$ cat config.mk
export PLATFORM = sky130hd
export DESIGN_NAME = nand_chain
export DESIGN_NICKNAME = d
export VERILOG_FILES = /design/src/nand_chain.v
export SDC_FILE = /design/constraint.sdc
export NUM_CORES = 1
export LEC_CHECK = 0
export BUFFER_PORTS_ARGS = -buffer_cell sky130_fd_sc_hd__buf_2
export CORE_AREA = 2 2 39 41
export DETAILED_ROUTE_END_ITERATION = 12
export DIE_AREA = 0 0 41 43
export GPL_ROUTABILITY_DRIVEN = 0
export PLACE_DENSITY = 0.66
export SLEW_MARGIN = 20
export SYNTH_ARGS = -nofsm -noshare
export SYNTH_HDL_FRONTEND = slang
export SYNTH_SLANG_ARGS = --single-unit
$ cat constraint.sdc
create_clock -name vclk -period 1.2
set_input_delay 0 -clock vclk [all_inputs]
set_output_delay 0 -clock vclk [all_outputs]
set_load 0.02 [all_outputs]
$ cat src/nand_chain.v
// Cascaded NAND chain for pin connectivity checking.
// Assumes inputs are static levels; purely combinational.
`timescale 1ns/1ns
module nand_chain
#(
   parameter WIDTH = 52
)
(
   // Chain inputs, bit WIDTH-1 is the first stage
   input wire [WIDTH-1:0] chain_in,
   // Result of the last stage
   output wire chain_out
);

   wire [WIDTH:0] stage;

   // Seed of the first stage is a constant one
   assign stage[WIDTH] = 1'b1;

   // Each stage combines the previous result with its own pin
   genvar k;
   generate
      for (k = 0; k < WIDTH; k = k + 1)
      begin : g_stage
         assign stage[k] = ~(stage[k+1] & chain_in[k]);
      end
   endgenerate

   assign chain_out = stage[0];

endmodule

==> flow_summary.ini <==
[min_path]
hold_path.class = primary input to output port

[placement]
place_inst = 114
hpwl_um = 950
port_buffers = 53

[power]
switching_share = 0.377
combPwrFrac = 1.000
sequentialPowerShare = 0
p_int_mw = 0.0966
total_power_mw = 0.155
cellPowerDensity_nw_per_um2 = 265
p_clk_frac = 0
p_switching_mw = 0.0584
ir_drop_uv = 92.4
leakage_nw = 0.327

[routing]
via_per_inst = 4.58
route.antenna.remaining_nets = 0
num_vias = 522
drt_iter0_drc = 2
drc = 0
finalWirelength_mm = 1.03
first_pass_iters = 3
wl_per_cell_um = 9.04

[grt]
grt_pass1_vias = 441
grt_pass1_wl_mm = 1.48
grt_use_total = 0.110
grt_max_degree = 4
grt.overflow.total = 0
antenna_found_initial = 0

[setup_path]
critPathLaunchType = primary input
end_kind = output port
crit_type = primary input to output port
cp_max_fo = 2
crit_required_ns = 1.20
arrival_ns = 1.18

[layout]
final_cells = 114
nClkBuffers = 0
syn_to_final_growth_pct = 133
ff_latch_area_um2 = 0
fillers = 149
diodes = 0
drive_gt1_frac = 0.612
nets = 152
nFlopsAndLatches = 0

[clock_network]
postCtsSetupBuffers = 0
postCtsHoldBufs = 0

[synthesis]
yosysUniqueCellTypes = 18
synth_fa_ha_area_frac = 0
syn_area_um2 = 251
synthTopCellsByArea = nand3_1 16%, o21ai_0 14%, inv_1 12%
postSynthAreaPerCell_um2 = 5.72
synth_compound_area_frac = 0.587
muxShareOfSynthArea = 0
synth_xor_area_frac = 0
syn-num-nets = 96
synthSimpleGateAreaFrac = 0.279
synth_top_family_by_area = compound AO/OA/AOI/OAI gates
ys_warn_count = 0
synth_top_area_cell = nand3_1
yosysSeqAreaShare = 0
synth_cells = 44
synth_top_area_share = 0.159

[timing]
hold_violations = 0
rsz0062_at_grt = true
period_minus_slack_ns = 1.18
finalSetupViolations = 0
worst_pin_slew_ns = 0.263
relSlewSlack = 0.825
timing.fmax_ghz = 0.847
slew_viol_final = 0
min_period_over_period = 0.984

[floorplanning]
dieWidth_um = 41
fp.coreArea_um2 = 1380
die_y_um = 43
rows = 14
start_util = 0.182
io_pins = 53
dieArea_um2 = 1760

[flow_run]
maxCapViolCount = 0

[run_status]
outcome = completed
[final cells by class]
cell class | count | area (µm²) | area share
multi-input combinational | 35 | 234 | 0.400
timing repair buffer | 54 | 298 | 0.509
tap | 16 | 20.0 | 0.0342
inverter | 9 | 33.8 | 0.0577
[Yosys cell counts, types with 2 or more instances]
master and instances:
nand2b_1 2, a21oi_1 4, nand3_1 8, inv_1 8
a211oi_1 2, nand2_1 2, o21ai_0 7
[logic make-up (layout without fill, tap and decap cells)]
| logic type | Yosys count | count (layout) |
|---|---|---|
| buffers and inverters | 9 | 63 |
| AND/OR/NAND/NOR | 13 | 13 |
| AO/OA/AOI/OAI | 22 | 22 |
[worst max-delay path: stages]
cell      delay (ns)
buf_6           0.09
a21boi_2        0.14
a2111o_1        0.33
o221a_1         0.27
o22a_1          0.22
buf_6           0.13
[power by group through the flow]
stage	Combinational, mW	Sequential [mW]	Clock, mW
after floorplan	0.0406	0	0
after global placement	0.137	0	0
after detailed placement	0.140	0	0
after CTS	0.145	0	0
after global routing	0.175	0	0
final	0.155	0	0
[path summary, 6_finish.rpt]
path         start        end  cells after the start
max   chain_in[39]  chain_out                      6
min    chain_in[0]  chain_out                      4
[cells in the final DEF (no fill, tap or decap), drive strengths merged]
cell type,n
nand2,2
a211oi,2
clkinv,1
buf,54
o221a,1
nand2b,2
nand3,9
o22a,1
a21o,2
o21ai,9
a21boi,1
inv,8
a2111o,1
a221oi,1
a21oi,4
[metal layers]
metal,track usage,vias to the layer above,share of wire
li1,-,272,-
met1,0.130,218,0.35
met2,0.216,32,0.52
met3,0,0,0.13
met4,0,0,0
met5,0,-,0
[through the flow]
stage / utilization / setup WS, ns / setup TNS (ns) / hold WS, ns / area (µm²)
final: 0.423 / 0.0192 / 0 / 0.443 / 586
after global routing: 0.423 / -0.0113 / -0.0113 / 0.488 / 586
after CTS: 0.398 / 0.00883 / 0 / 0.448 / 551
after detailed placement: 0.393 / -0.0205 / -0.0205 / 0.462 / 544
after global placement: 0.393 / -0.0125 / -0.0125 / 0.460 / 544
after floorplan: - / 0.204 / 0 / 0.304 / 251
[timing repair]
action	in CTS	in global routing
pin swaps	2	5
gates resized for setup	2	6
cloned	0	0
endpoints found under the hold margin	0	0
setup endpoints to repair	1	1
(Power assumes the default switching activity.)
